==> config.mk <==
export PLATFORM = sky130hd
export DESIGN_NAME = pbg_bist_top
export DESIGN_NICKNAME = d
export VERILOG_FILES = /design/src/shared/pbg_pkg.sv /design/src/rtl/pbg_bist_top.sv /design/src/rtl/pbg_prbs9.sv /design/src/rtl/pbg_rx_counter.sv
export SDC_FILE = /design/constraint.sdc
export NUM_CORES = 1
export LEC_CHECK = 0
export BUFFER_PORTS_ARGS = -buffer_cell sky130_fd_sc_hd__buf_4
export CAP_MARGIN = 40
export CORE_ASPECT_RATIO = 1.75
export CORE_MARGIN = 3
export CORE_UTILIZATION = 30
export CTS_BUF_LIST = sky130_fd_sc_hd__clkbuf_4
export DETAILED_ROUTE_END_ITERATION = 10
export SLEW_MARGIN = 40
export SYNTH_ARGS = -nofsm -noshare
export SYNTH_HDL_FRONTEND = slang
export SYNTH_SLANG_ARGS = --single-unit
==> constraint.sdc <==
create_clock -name i_clk_sys -period 3.8 [get_ports i_clk_sys]
set_clock_uncertainty 0.05 [all_clocks]
set_input_delay 0.19 -clock i_clk_sys [delete_from_list [all_inputs] [get_ports i_clk_sys]]
set_output_delay 0.19 -clock i_clk_sys [all_outputs]
set_load 0.1 [all_outputs]
==> src/shared/pbg_pkg.sv <==
package pbg_pkg;
// Overview of operation
// - Keep a 32-bit receive counter; show one 16-bit half, picked by select bit.
// - Counter window register is read-only, resets to zero, shows the count.
// - Counter type bit 15 one counts CRC errors, zero counts packets; resets zero.
// - Writing one to self-clearing bit 14 zeroes the counter (an event in the clear cycle leaves it at one); bit reads back zero.
// - Length bit picks 1514-byte packets when set, 60-byte when clear; resets zero.
// - Gap bit spaces packets 9.6 us when set, 0.096 us when clear (code rounds up to 5 cycles, 0.1 us); resets zero.
// - Setting enable bit 11 starts the generator; clear keeps it stopped.
// - Send exactly the configured packet count, or an unbroken stream if continuous.
// - Enable bit clears itself after the last packet; stays set when continuous.
// - Three-bit count code picks burst size: continuous, 1, 10, ... ten million.
// - Receive counter runs only while receive enable is one; traffic unaffected.
// - Packet type one sends pseudo-random bytes, zero sends the user byte.

  localparam logic [4:0] ADDR_CNT_WIN = 5'h18;
  localparam logic [4:0] ADDR_CFG_ONE = 5'h19;
  localparam logic [4:0] ADDR_CFG_TWO = 5'h1A;

  localparam int C1_CNT_TYPE = 15;
  localparam int C1_CNT_CLR = 14;
  localparam int C1_LEN = 13;
  localparam int C1_IFG = 12;
  localparam int C1_TX_EN = 11;
  localparam int C1_PAK_TYPE = 10;
  localparam int C2_RX_EN = 15;
  localparam int C2_CNT_SEL = 14;
  localparam int C2_PAK_CNT = 11;
  localparam int C2_LED_SEL = 0;

  localparam logic [10:0] LEN_LONG = 11'h5EA;
  localparam logic [10:0] LEN_SHORT = 11'h03C;

  localparam int CLK_PERIOD_NS = 20;
  localparam int IFG_LONG_NS = 9600;
  // 0.096 us
  localparam int IFG_SHORT_NS = 96;
  localparam int IFG_LONG_CYC = (IFG_LONG_NS + CLK_PERIOD_NS - 1) / CLK_PERIOD_NS;
  localparam int IFG_SHORT_CYC = (IFG_SHORT_NS + CLK_PERIOD_NS - 1) / CLK_PERIOD_NS;
  localparam int GAP_W = 9;
  localparam logic [GAP_W-1:0] GAP_LONG = GAP_W'(IFG_LONG_CYC);
  localparam logic [GAP_W-1:0] GAP_SHORT = GAP_W'(IFG_SHORT_CYC);

  localparam int BURST_W = 24;
  localparam logic [8:0] PRBS_SEED = 9'h1FF;
  localparam logic [31:0] CNT_RESET = 32'h00000000;

  typedef struct packed {
    logic cnt_type;
    logic len_long;
    logic ifg_long;
    logic pak_prbs;
    logic [7:0] content;
    logic rx_en;
    logic cnt_sel;
    logic [2:0] pak_cnt;
    logic led_sel;
  } pbg_cfg_t;

  localparam pbg_cfg_t CFG_RESET = '0;

  typedef enum logic [2:0] {
    ST_IDLE = 3'b001,
    ST_SEND = 3'b010,
    ST_GAP = 3'b100
  } pbg_state_t;

  // Zero means continuous
  function automatic logic [BURST_W-1:0] burst_len(input logic [2:0] code);
    case (code)
      3'h1: burst_len = 24'h000001;
      3'h2: burst_len = 24'h00000A;
      3'h3: burst_len = 24'h000064;
      3'h4: burst_len = 24'h0003E8;
      3'h5: burst_len = 24'h002710;
      3'h6: burst_len = 24'h0F4240;
      3'h7: burst_len = 24'h989680;
      default: burst_len = 24'h000000;
    endcase
  endfunction : burst_len
endpackage : pbg_pkg

==> src/rtl/pbg_bist_top.sv <==
`timescale 1ns/1ns
module pbg_bist_top (
  input wire logic i_clk_sys,
  input wire logic i_nrst,
  input wire logic [4:0] i_reg_addr,
  input wire logic i_reg_wr,
  input wire logic [15:0] i_reg_wdata,
  output logic [15:0] o_reg_rdata,
  input wire logic i_rx_pkt_done,
  input wire logic i_rx_crc_err,
  output logic o_tx_valid,
  output logic [7:0] o_tx_data,
  output logic o_tx_last
);
  pbg_pkg::pbg_cfg_t cfg;
  pbg_pkg::pbg_state_t state;
  logic tx_en;
  logic clr_pulse;
  logic [10:0] byte_cnt;
  logic [pbg_pkg::GAP_W-1:0] gap_cnt;
  logic [pbg_pkg::BURST_W-1:0] pkt_cnt;
  logic [pbg_pkg::BURST_W-1:0] burst;
  logic [31:0] rx_count;
  logic [7:0] prbs_byte;
  logic wr_cfg1;
  logic wr_cfg2;
  logic st_idle;
  logic st_send;
  logic st_gap;
  logic [10:0] pkt_len;
  logic [pbg_pkg::GAP_W-1:0] gap_lim;
  logic last_byte;
  logic [pbg_pkg::BURST_W-1:0] sent_next;
  logic burst_done;
  logic rx_inc;
  logic [15:0] window;

  assign wr_cfg1 = i_reg_wr && (i_reg_addr == pbg_pkg::ADDR_CFG_ONE);
  assign wr_cfg2 = i_reg_wr && (i_reg_addr == pbg_pkg::ADDR_CFG_TWO);
  assign st_idle = (state == pbg_pkg::ST_IDLE);
  assign st_send = (state == pbg_pkg::ST_SEND);
  assign st_gap = (state == pbg_pkg::ST_GAP);

  assign pkt_len = cfg.len_long ? pbg_pkg::LEN_LONG : pbg_pkg::LEN_SHORT;
  assign gap_lim = cfg.ifg_long ? pbg_pkg::GAP_LONG : pbg_pkg::GAP_SHORT;
  assign last_byte = st_send && tx_en && (byte_cnt >= pkt_len - 11'h001);
  assign sent_next = pkt_cnt + 24'h000001;
  // A zero target never ends the stream
  assign burst_done = last_byte && (burst != '0) && (sent_next >= burst);

  // Configuration storage
  always_ff @(posedge i_clk_sys or negedge i_nrst) begin
    if (!i_nrst) begin
      cfg <= pbg_pkg::CFG_RESET;
    end else begin
      if (wr_cfg1) begin
        cfg.cnt_type <= i_reg_wdata[pbg_pkg::C1_CNT_TYPE];
        cfg.len_long <= i_reg_wdata[pbg_pkg::C1_LEN];
        cfg.ifg_long <= i_reg_wdata[pbg_pkg::C1_IFG];
        cfg.pak_prbs <= i_reg_wdata[pbg_pkg::C1_PAK_TYPE];
        cfg.content <= i_reg_wdata[7:0];
      end
      if (wr_cfg2) begin
        cfg.rx_en <= i_reg_wdata[pbg_pkg::C2_RX_EN];
        cfg.cnt_sel <= i_reg_wdata[pbg_pkg::C2_CNT_SEL];
        cfg.pak_cnt <= i_reg_wdata[pbg_pkg::C2_PAK_CNT +: 3];
        cfg.led_sel <= i_reg_wdata[pbg_pkg::C2_LED_SEL];
      end
    end
  end

  // Software write wins over the self-clear
  always_ff @(posedge i_clk_sys or negedge i_nrst) begin
    if (!i_nrst) begin
      tx_en <= 1'b0;
    end else if (wr_cfg1) begin
      tx_en <= i_reg_wdata[pbg_pkg::C1_TX_EN];
    end else if (burst_done) begin
      tx_en <= 1'b0;
    end
  end

  // Clear strobe, never stored as a readable bit
  always_ff @(posedge i_clk_sys or negedge i_nrst) begin
    if (!i_nrst) begin
      clr_pulse <= 1'b0;
    end else begin
      clr_pulse <= wr_cfg1 && i_reg_wdata[pbg_pkg::C1_CNT_CLR];
    end
  end

  // Generator sequencing
  always_ff @(posedge i_clk_sys or negedge i_nrst) begin
    if (!i_nrst) begin
      state <= pbg_pkg::ST_IDLE;
      byte_cnt <= 11'h000;
      gap_cnt <= '0;
      pkt_cnt <= '0;
      burst <= '0;
    end else begin
      case (state)
        pbg_pkg::ST_IDLE: begin
          if (tx_en) begin
            state <= pbg_pkg::ST_SEND;
            byte_cnt <= 11'h000;
            pkt_cnt <= '0;
            burst <= pbg_pkg::burst_len(cfg.pak_cnt);
          end
        end
        pbg_pkg::ST_SEND: begin
          if (!tx_en) begin
            state <= pbg_pkg::ST_IDLE;
          end else if (last_byte) begin
            pkt_cnt <= sent_next;
            gap_cnt <= '0;
            state <= burst_done ? pbg_pkg::ST_IDLE : pbg_pkg::ST_GAP;
          end else begin
            byte_cnt <= byte_cnt + 11'h001;
          end
        end
        pbg_pkg::ST_GAP: begin
          if (!tx_en) begin
            state <= pbg_pkg::ST_IDLE;
          end else if (gap_cnt >= gap_lim - 9'h001) begin
            state <= pbg_pkg::ST_SEND;
            byte_cnt <= 11'h000;
          end else begin
            gap_cnt <= gap_cnt + 9'h001;
          end
        end
        default: begin
          state <= pbg_pkg::ST_IDLE;
        end
      endcase
    end
  end

  // Transmit byte stream
  always_ff @(posedge i_clk_sys or negedge i_nrst) begin
    if (!i_nrst) begin
      o_tx_valid <= 1'b0;
      o_tx_last <= 1'b0;
      o_tx_data <= 8'h00;
    end else begin
      o_tx_valid <= st_send && tx_en;
      o_tx_last <= last_byte;
      if (st_send && tx_en) begin
        o_tx_data <= cfg.pak_prbs ? prbs_byte : cfg.content;
      end else begin
        o_tx_data <= 8'h00;
      end
    end
  end

  pbg_prbs9 u_prbs (
    .i_clk_sys(i_clk_sys),
    .i_nrst(i_nrst),
    .i_adv(st_send && tx_en),
    .o_byte(prbs_byte)
  );

  // Receive side only observes the receive strobes
  assign rx_inc = cfg.rx_en && (cfg.cnt_type ? i_rx_crc_err : i_rx_pkt_done);

  pbg_rx_counter #(
    .WIDTH(32)
  ) u_rx_cnt (
    .i_clk_sys(i_clk_sys),
    .i_nrst(i_nrst),
    .i_clr(clr_pulse),
    .i_inc(rx_inc),
    .o_count(rx_count)
  );

  assign window = cfg.cnt_sel ? rx_count[31:16] : rx_count[15:0];

  // Read data follow the address one cycle later
  always_ff @(posedge i_clk_sys or negedge i_nrst) begin
    if (!i_nrst) begin
      o_reg_rdata <= 16'h0000;
    end else begin
      case (i_reg_addr)
        pbg_pkg::ADDR_CNT_WIN: begin
          o_reg_rdata <= window;
        end
        pbg_pkg::ADDR_CFG_ONE: begin
          o_reg_rdata <= {cfg.cnt_type, 1'b0, cfg.len_long, cfg.ifg_long,
                          tx_en, cfg.pak_prbs, 2'b00, cfg.content};
        end
        pbg_pkg::ADDR_CFG_TWO: begin
          o_reg_rdata <= {cfg.rx_en, cfg.cnt_sel, cfg.pak_cnt, 10'h000, cfg.led_sel};
        end
        default: begin
          o_reg_rdata <= 16'h0000;
        end
      endcase
    end
  end

  // Bytes already out in the current packet
  logic [10:0] out_cnt;
  always_ff @(posedge i_clk_sys or negedge i_nrst) begin
    if (!i_nrst) begin
      out_cnt <= 11'h000;
    end else if (!o_tx_valid || o_tx_last) begin
      out_cnt <= 11'h000;
    end else begin
      out_cnt <= out_cnt + 11'h001;
    end
  end
endmodule : pbg_bist_top

==> src/rtl/pbg_prbs9.sv <==
`timescale 1ns/1ns
module pbg_prbs9 (
  input wire logic i_clk_sys,
  input wire logic i_nrst,
  input wire logic i_adv,
  output logic [7:0] o_byte
);
  logic [8:0] lfsr;
  logic [8:0] stage [0:8];

  assign stage[0] = lfsr;
  // Eight shifts of x^9 + x^5 + 1 per byte
  genvar k;
  generate
    for (k = 0; k < 8; k++) begin : g_shift
      assign stage[k+1] = {stage[k][7:0], stage[k][8] ^ stage[k][4]};
      assign o_byte[k] = stage[k][8];
    end
  endgenerate

  always_ff @(posedge i_clk_sys or negedge i_nrst) begin
    if (!i_nrst) begin
      lfsr <= pbg_pkg::PRBS_SEED;
    end else if (i_adv) begin
      lfsr <= stage[8];
    end
  end
endmodule : pbg_prbs9

==> src/rtl/pbg_rx_counter.sv <==
`timescale 1ns/1ns
module pbg_rx_counter #(
  parameter int WIDTH = 32
) (
  input wire logic i_clk_sys,
  input wire logic i_nrst,
  input wire logic i_clr,
  input wire logic i_inc,
  output logic [WIDTH-1:0] o_count
);
  // An event in the clear cycle is kept as the first count
  always_ff @(posedge i_clk_sys or negedge i_nrst) begin
    if (!i_nrst) begin
      o_count <= WIDTH'(pbg_pkg::CNT_RESET);
    end else if (i_clr) begin
      o_count <= i_inc ? WIDTH'(1) : '0;
    end else if (i_inc) begin
      o_count <= o_count + WIDTH'(1);
    end
  end
endmodule : pbg_rx_counter

; Word level (Yosys, flattened, before mapping)
; Index checks and enable logic that the tools add are counted.
[classes]
n_reduce_logical = 19
eq_ne = 22
n_lt_le_gt_ge = 3
bitwise = 8
mux = 35
addsub = 6
[op_table]
columns = operator, n
row1 = $pmux W24 S7, 1
row2 = $mux W24, 3
row3 = $mux W11, 6
row4 = $mux W32, 2
row5 = $pmux W16 S3, 1
row6 = $pmux W24 S2, 1
row7 = $mux W9, 5
row8 = $pmux W11 S3, 1
row9 = $add A32 B1 Y32 const B, 1
row10 = $add A24 B1 Y24 const B, 1
row11 = $ge A24 B24 Y1, 1
row12 = $reduce_bool A24 Y1, 1
row13 = $mux W3, 6
row14 = $pmux W9 S2, 1
row15 = $mux W16, 1
row16 = $mux W8, 2
row17 = $eq A3 B3 Y1 const B, 5
row18 = $eq A5 B5 Y1 const B, 3
row19 = $add A11 B1 Y11 const B, 1
row20 = $ge A11 B11 Y1, 1
row21 = $sub A11 B1 Y11 const B, 1
row22 = $ne A2 B2 Y1 const B, 5
row23 = $add A9 B1 Y9 const B, 1
row24 = $eq A3 B2 Y1 const B, 3
row25 = other kinds (16), 39
[word_totals]
elab_cells = 115
register_bits = 158
input_bits = 26

; Logic depth before layout (Yosys ltp)
[depth]
depth_word = 10
depth_mapped = 14

; By module
; A second synthesis with hierarchy kept.
[hier_totals]
cells_unflattened = 824
hier_area_um2 = 8181.6
[by_module_without_submodules]
columns = mod, cells_per_inst, seq_area_each_um2, area_each_um2, n_inst
row1 = pbg_bist_top, 604, 2678.8, 5941.9, 1
row2 = pbg_rx_counter, 180, 800.8, 1730.4, 1
row3 = pbg_prbs9, 40, 236.5, 509.2, 1

; Least setup slack after synthesis
; OpenSTA, ideal clock, no wires.
[synth_path]
path_type = register to register
startpoint = reg pkt_cnt[0] (netlist name)
endpoint = reg state[0]
n_path_buf = 0
synth_period_minus_slack_ps = 3162
setup_time_ps = 77
setup_slack_ps = 638
stages_incl_launch_ff = 13
arrival_ps = 3036
path_cell_list = dfrtp_1 -> ha_1 -> nand4_2 -> nor4_4 -> nand3_4 -> or2_4 -> xnor2_1 -> ha_1 -> and3_1 -> a221oi_1 -> o31ai_1 -> a32o_1 -> a21o_1
[synth_between]
elab_chain_len = 7
[synth_rtl]
columns = element, line
row1 = "start, declared", pbg_bist_top.sv:21  ; logic [pbg_pkg::BURST_W-1:0] pkt_cnt;
row2 = "start signal, assigned", pbg_bist_top.sv:114  ; pkt_cnt <= sent_next;
row3 = $add A24 B1 Y24, pbg_bist_top.sv:47  ; assign sent_next = pkt_cnt + 24'h000001;
row4 = $ge A24 B24 Y1, pbg_bist_top.sv:49  ; assign burst_done = last_byte && (burst != '0) && (sent_next >= burst);
row5 = $logic_and A1 B1 Y1, pbg_bist_top.sv:49
row6 = $mux W3, pbg_bist_top.sv:116  ; state <= burst_done ? pbg_pkg::ST_IDLE : pbg_pkg::ST_GAP;
row7 = $mux W3, pbg_bist_top.sv:113  ; end else if (last_byte) begin
row8 = $mux W3, pbg_bist_top.sv:111  ; if (!tx_en) begin
row9 = $pmux W3 S3, pbg_bist_top.sv:101  ; case (state)
row10 = "end signal, assigned", pbg_bist_top.sv:104  ; state <= pbg_pkg::ST_SEND;
row11 = "end signal, assigned", pbg_bist_top.sv:112  ; state <= pbg_pkg::ST_IDLE;
row12 = "end signal, assigned", pbg_bist_top.sv:116
row13 = "end, declared", pbg_bist_top.sv:16  ; pbg_pkg::pbg_state_t state;
; Every way passes these cells. The select of a mux whose other input is x is not followed.
; A chain may end at the register's enable or synchronous reset.

; Final worst setup path
; Ends and elaborated chain as after synthesis.

==> impl_metrics.ini <==
[run_status]
status = finished, final reports clean

[sta]
fin_tns_setup_ns = 0
hold_viol = 0
relSlewSlack = 0.4877
setup_viol = 0
post-route-period-util = 0.8995
fmax_ghz = 0.2926
rsz0062_at_grt = no
worstMarginPinSlew_ns = 0.7626
min_period_ns = 3.418
drv_slew = 0

[yosys]
yosysWarnings = 0
synth_edf_count = 0
synth_nets = 901
ys.flop_type = dfrtp_1
ys_seq_elements = 148
syn_avg_cell_area_um2 = 9.697
yosysTopAreaCellShare = 0.4255
yosys-top-cells-area = dfrtp_1 (43%), ha_1 (5.9%), nor2_1 (4.0%)
yosysUniqueCellTypes = 70
synthCells = 837
ys_seq_area_frac = 0.4578
ys_top_cells_by_count = dfrtp_1 (138), nor2_1 (86), nand2_1 (77)
async_flop_share = 1.000
synth.most_common_cell = dfrtp_1
yosys.area.top_type = dfrtp_1
syn_area_um2 = 8117

[setup_path]
cp_num_cells = 12
worstSetupEndpointType = flip-flop
worst_path_most_repeated_cell = ha_1
cp_data_arrival_time_ns = 3.90
critical_path_required_ns = 4.28
crit_type = flip-flop to flip-flop
start_kind = flip-flop
slowest_delay_ns = 0.45
regToRegSetupSlack_ns = 0.38
critPathBufInv = 0
worstRegToRegCells = 12
cp_top_family = simple AND/OR/NAND/NOR gates
crit_chain = ha_1 > nand4_2 > nor4_4 > nand3_4 > or2_4 > xnor2_1 > ha_1 > and3_1 > a221oi_1 > o31ai_1 > a32o_1 > a21o_1
crit_slowest_cell = dfrtp_1
cp_max_fo = 6

[floorplanning]
fp.dieH_um = 223.6
fp-row-count = 79
core_um2 = 26590
start_util = 0.3053
die-area_um2 = 29140
top_level_ports = 52
die_w_um = 130.3

[power_and_ir_drop]
p_int_mw = 2.411
peakVddDrop_mv = 0.2278
swShare = 0.3403
power_density_nw_per_um2 = 393.7
seq_power_share = 0.526
power.leakage_nw = 4.210
power_frac_comb = 0.215
clkPwrFrac = 0.259
power_switching_mw = 1.243

[routing]
first_pass_iters = 5
maxUsedRoutingLayer = met4
wl_met3_um = 463
wirelength_mm = 20.18
route.detailed.drc = 0
wl_met2_mm = 11.22
viasPerCell = 5.108
drtIter0Drc = 275
drt.antenna.violating_nets = 0
vias = 6314
post_drt_wl_per_cell_um = 16.33
wl_met1_mm = 7.912

[finish]
drive_gt1_frac = 0.1504
nFillCells = 2666
multi_input_area_um2 = 4136
regArea_um2 = 3716
fin_util = 0.3491
final_nets = 962
syn2layout_area_growth_pct = 14.35

[global_route]
grt_max_degree = 95
grt_pass1_wl_mm = 33.53
overflow = 0
track_usage = 0.1444
first_global_vias = 6566
antenna_found_initial = 1

[cts]
cts_tree = done
ctsLongestPathBuffers = 2
clk_latency_ns = 0.59
cts_sinks = 148
htreeDepth = 4
cts_resized = 0
root_buffer = clkbuf_4
cts_buffers = 17
clk_pin_slew_worst_paths_ns = 0.14

[placement]
place.gp.congestion = 0.8404
portBuffers = 49
dpl.hpwl_mm = 14.87

[worst_hold_path]
hold_path_class = primary input to flip-flop
hold-path-cell-count = 5

[flow_run]
drv_cap = 0
[area by class of cell]
class,instances,share of cell area
antenna,1,0.0002696
tap,324,0.04368
clock inverter,13,0.01200
clock buffer,19,0.01537
sequential,148,0.4004
inverter,28,0.01159
multi-input combinational,623,0.4457
timing repair buffer,80,0.07104
[cell families after synthesis]
group / after synthesis / synth area share
AOI/OAI and AO/OA: 164 / 0.1256
DFF: 148 / 0.4578
xor gates and xnor gates: 61 / 0.06582
adders and majority gates: 38 / 0.05858
muxes: 44 / 0.05688
buffers and inverters: 66 / 0.03253
and+or+nand+nor: 316 / 0.2027
[placed cells by master (no fill, tap or decap), types with 8 or more instances in the layout]
cell type,instances
dfrtp_1,138
nor2_1,86
nand2_1,77
buf_4,59
a21oi_1,54
ha_1,38
nand3_1,32
o21ai_0,32
xor2_1,31
xnor2_1,30
mux2i_1,27
inv_1,26
nand4_1,19
clkbuf_4,19
dlygate4sd3_1,19
mux2_2,17
and3_1,14
a31oi_1,14
or3_1,13
nor3_1,12
o21ai_1,11
a21o_1,10
a22o_1,10
dfstp_2,10
and4_1,8
nor4_1,8
[metrics by stage]
stage               std cells  total power, mW  instance area [um2]  hold WS, ns  setup slack [ns]
floorplan                 837            2.451                 8117      -0.1556            0.6376
global placement         1183            2.714                 8820       0.3028            0.4625
detailed placement       1184            2.735                 8835       0.2233            0.3616
CTS                      1235            3.696                 9279      0.03800            0.3843
global route             1236            3.882                 9281       0.1087            0.1238
finish                   1236            3.654                 9281      0.06697            0.3818
[path summary, 6_finish.rpt]
check                                    start              end
max in group asynchronous               i_nrst           cfg[3]
min in group asynchronous               i_nrst     o_tx_data[6]
worst max-delay path                pkt_cnt[0]         state[0]
worst min-delay path             i_reg_addr[4]  o_reg_rdata[13]
worst min register to register  u_prbs.lfsr[0]   u_prbs.lfsr[8]
worst max register to register      pkt_cnt[0]         state[0]
[per-layer routing]
metal / up-vias / global-route usage
li1: 3089 / -
met1: 3103 / 0.1596
met2: 90 / 0.2683
met3: 32 / 0.02482
met4: 0 / 0.05712
met5: - / 0
[worst reg2reg max path, cell delays in order, from the launching register on]
cell	delay [ns]
dfrtp_1	0.45
ha_1	0.31
nand4_2	0.18
nor4_4	0.42
nand3_4	0.15
or2_4	0.29
xnor2_1	0.16
ha_1	0.26
and3_1	0.21
a221oi_1	0.31
o31ai_1	0.19
a32o_1	0.24
a21o_1	0.15
[registers in the layout, indices dropped and copies added (netlist names)]
name and flops:
o_tx_valid 1, state 3, cfg 18, byte_cnt 11, o_tx_data 8, u_rx_cnt.o_count 32
o_reg_rdata 16, clr_pulse 1, burst 14, u_prbs.lfsr 9, pkt_cnt 24, o_tx_last 1
tx_en 1, gap_cnt 9
[power by group through the flow]
stage | combinational [mW] | clock, mW | sequential [mW]
after floorplan | 0.556 | 0 | 1.90
after global placement | 0.755 | 0 | 1.96
after detailed placement | 0.780 | 0 | 1.96
after CTS | 0.800 | 0.970 | 1.93
after global routing | 0.891 | 1.05 | 1.94
final | 0.786 | 0.945 | 1.92
[repair_timing]
| item | 4_1_cts | 5_1_grt |
|---|---|---|
| setup buffers | 0 | 0 |
| hold buffers | 19 | 0 |
| endpoints found under the hold margin | 128 | 0 |
(Power assumes the default switching activity.)
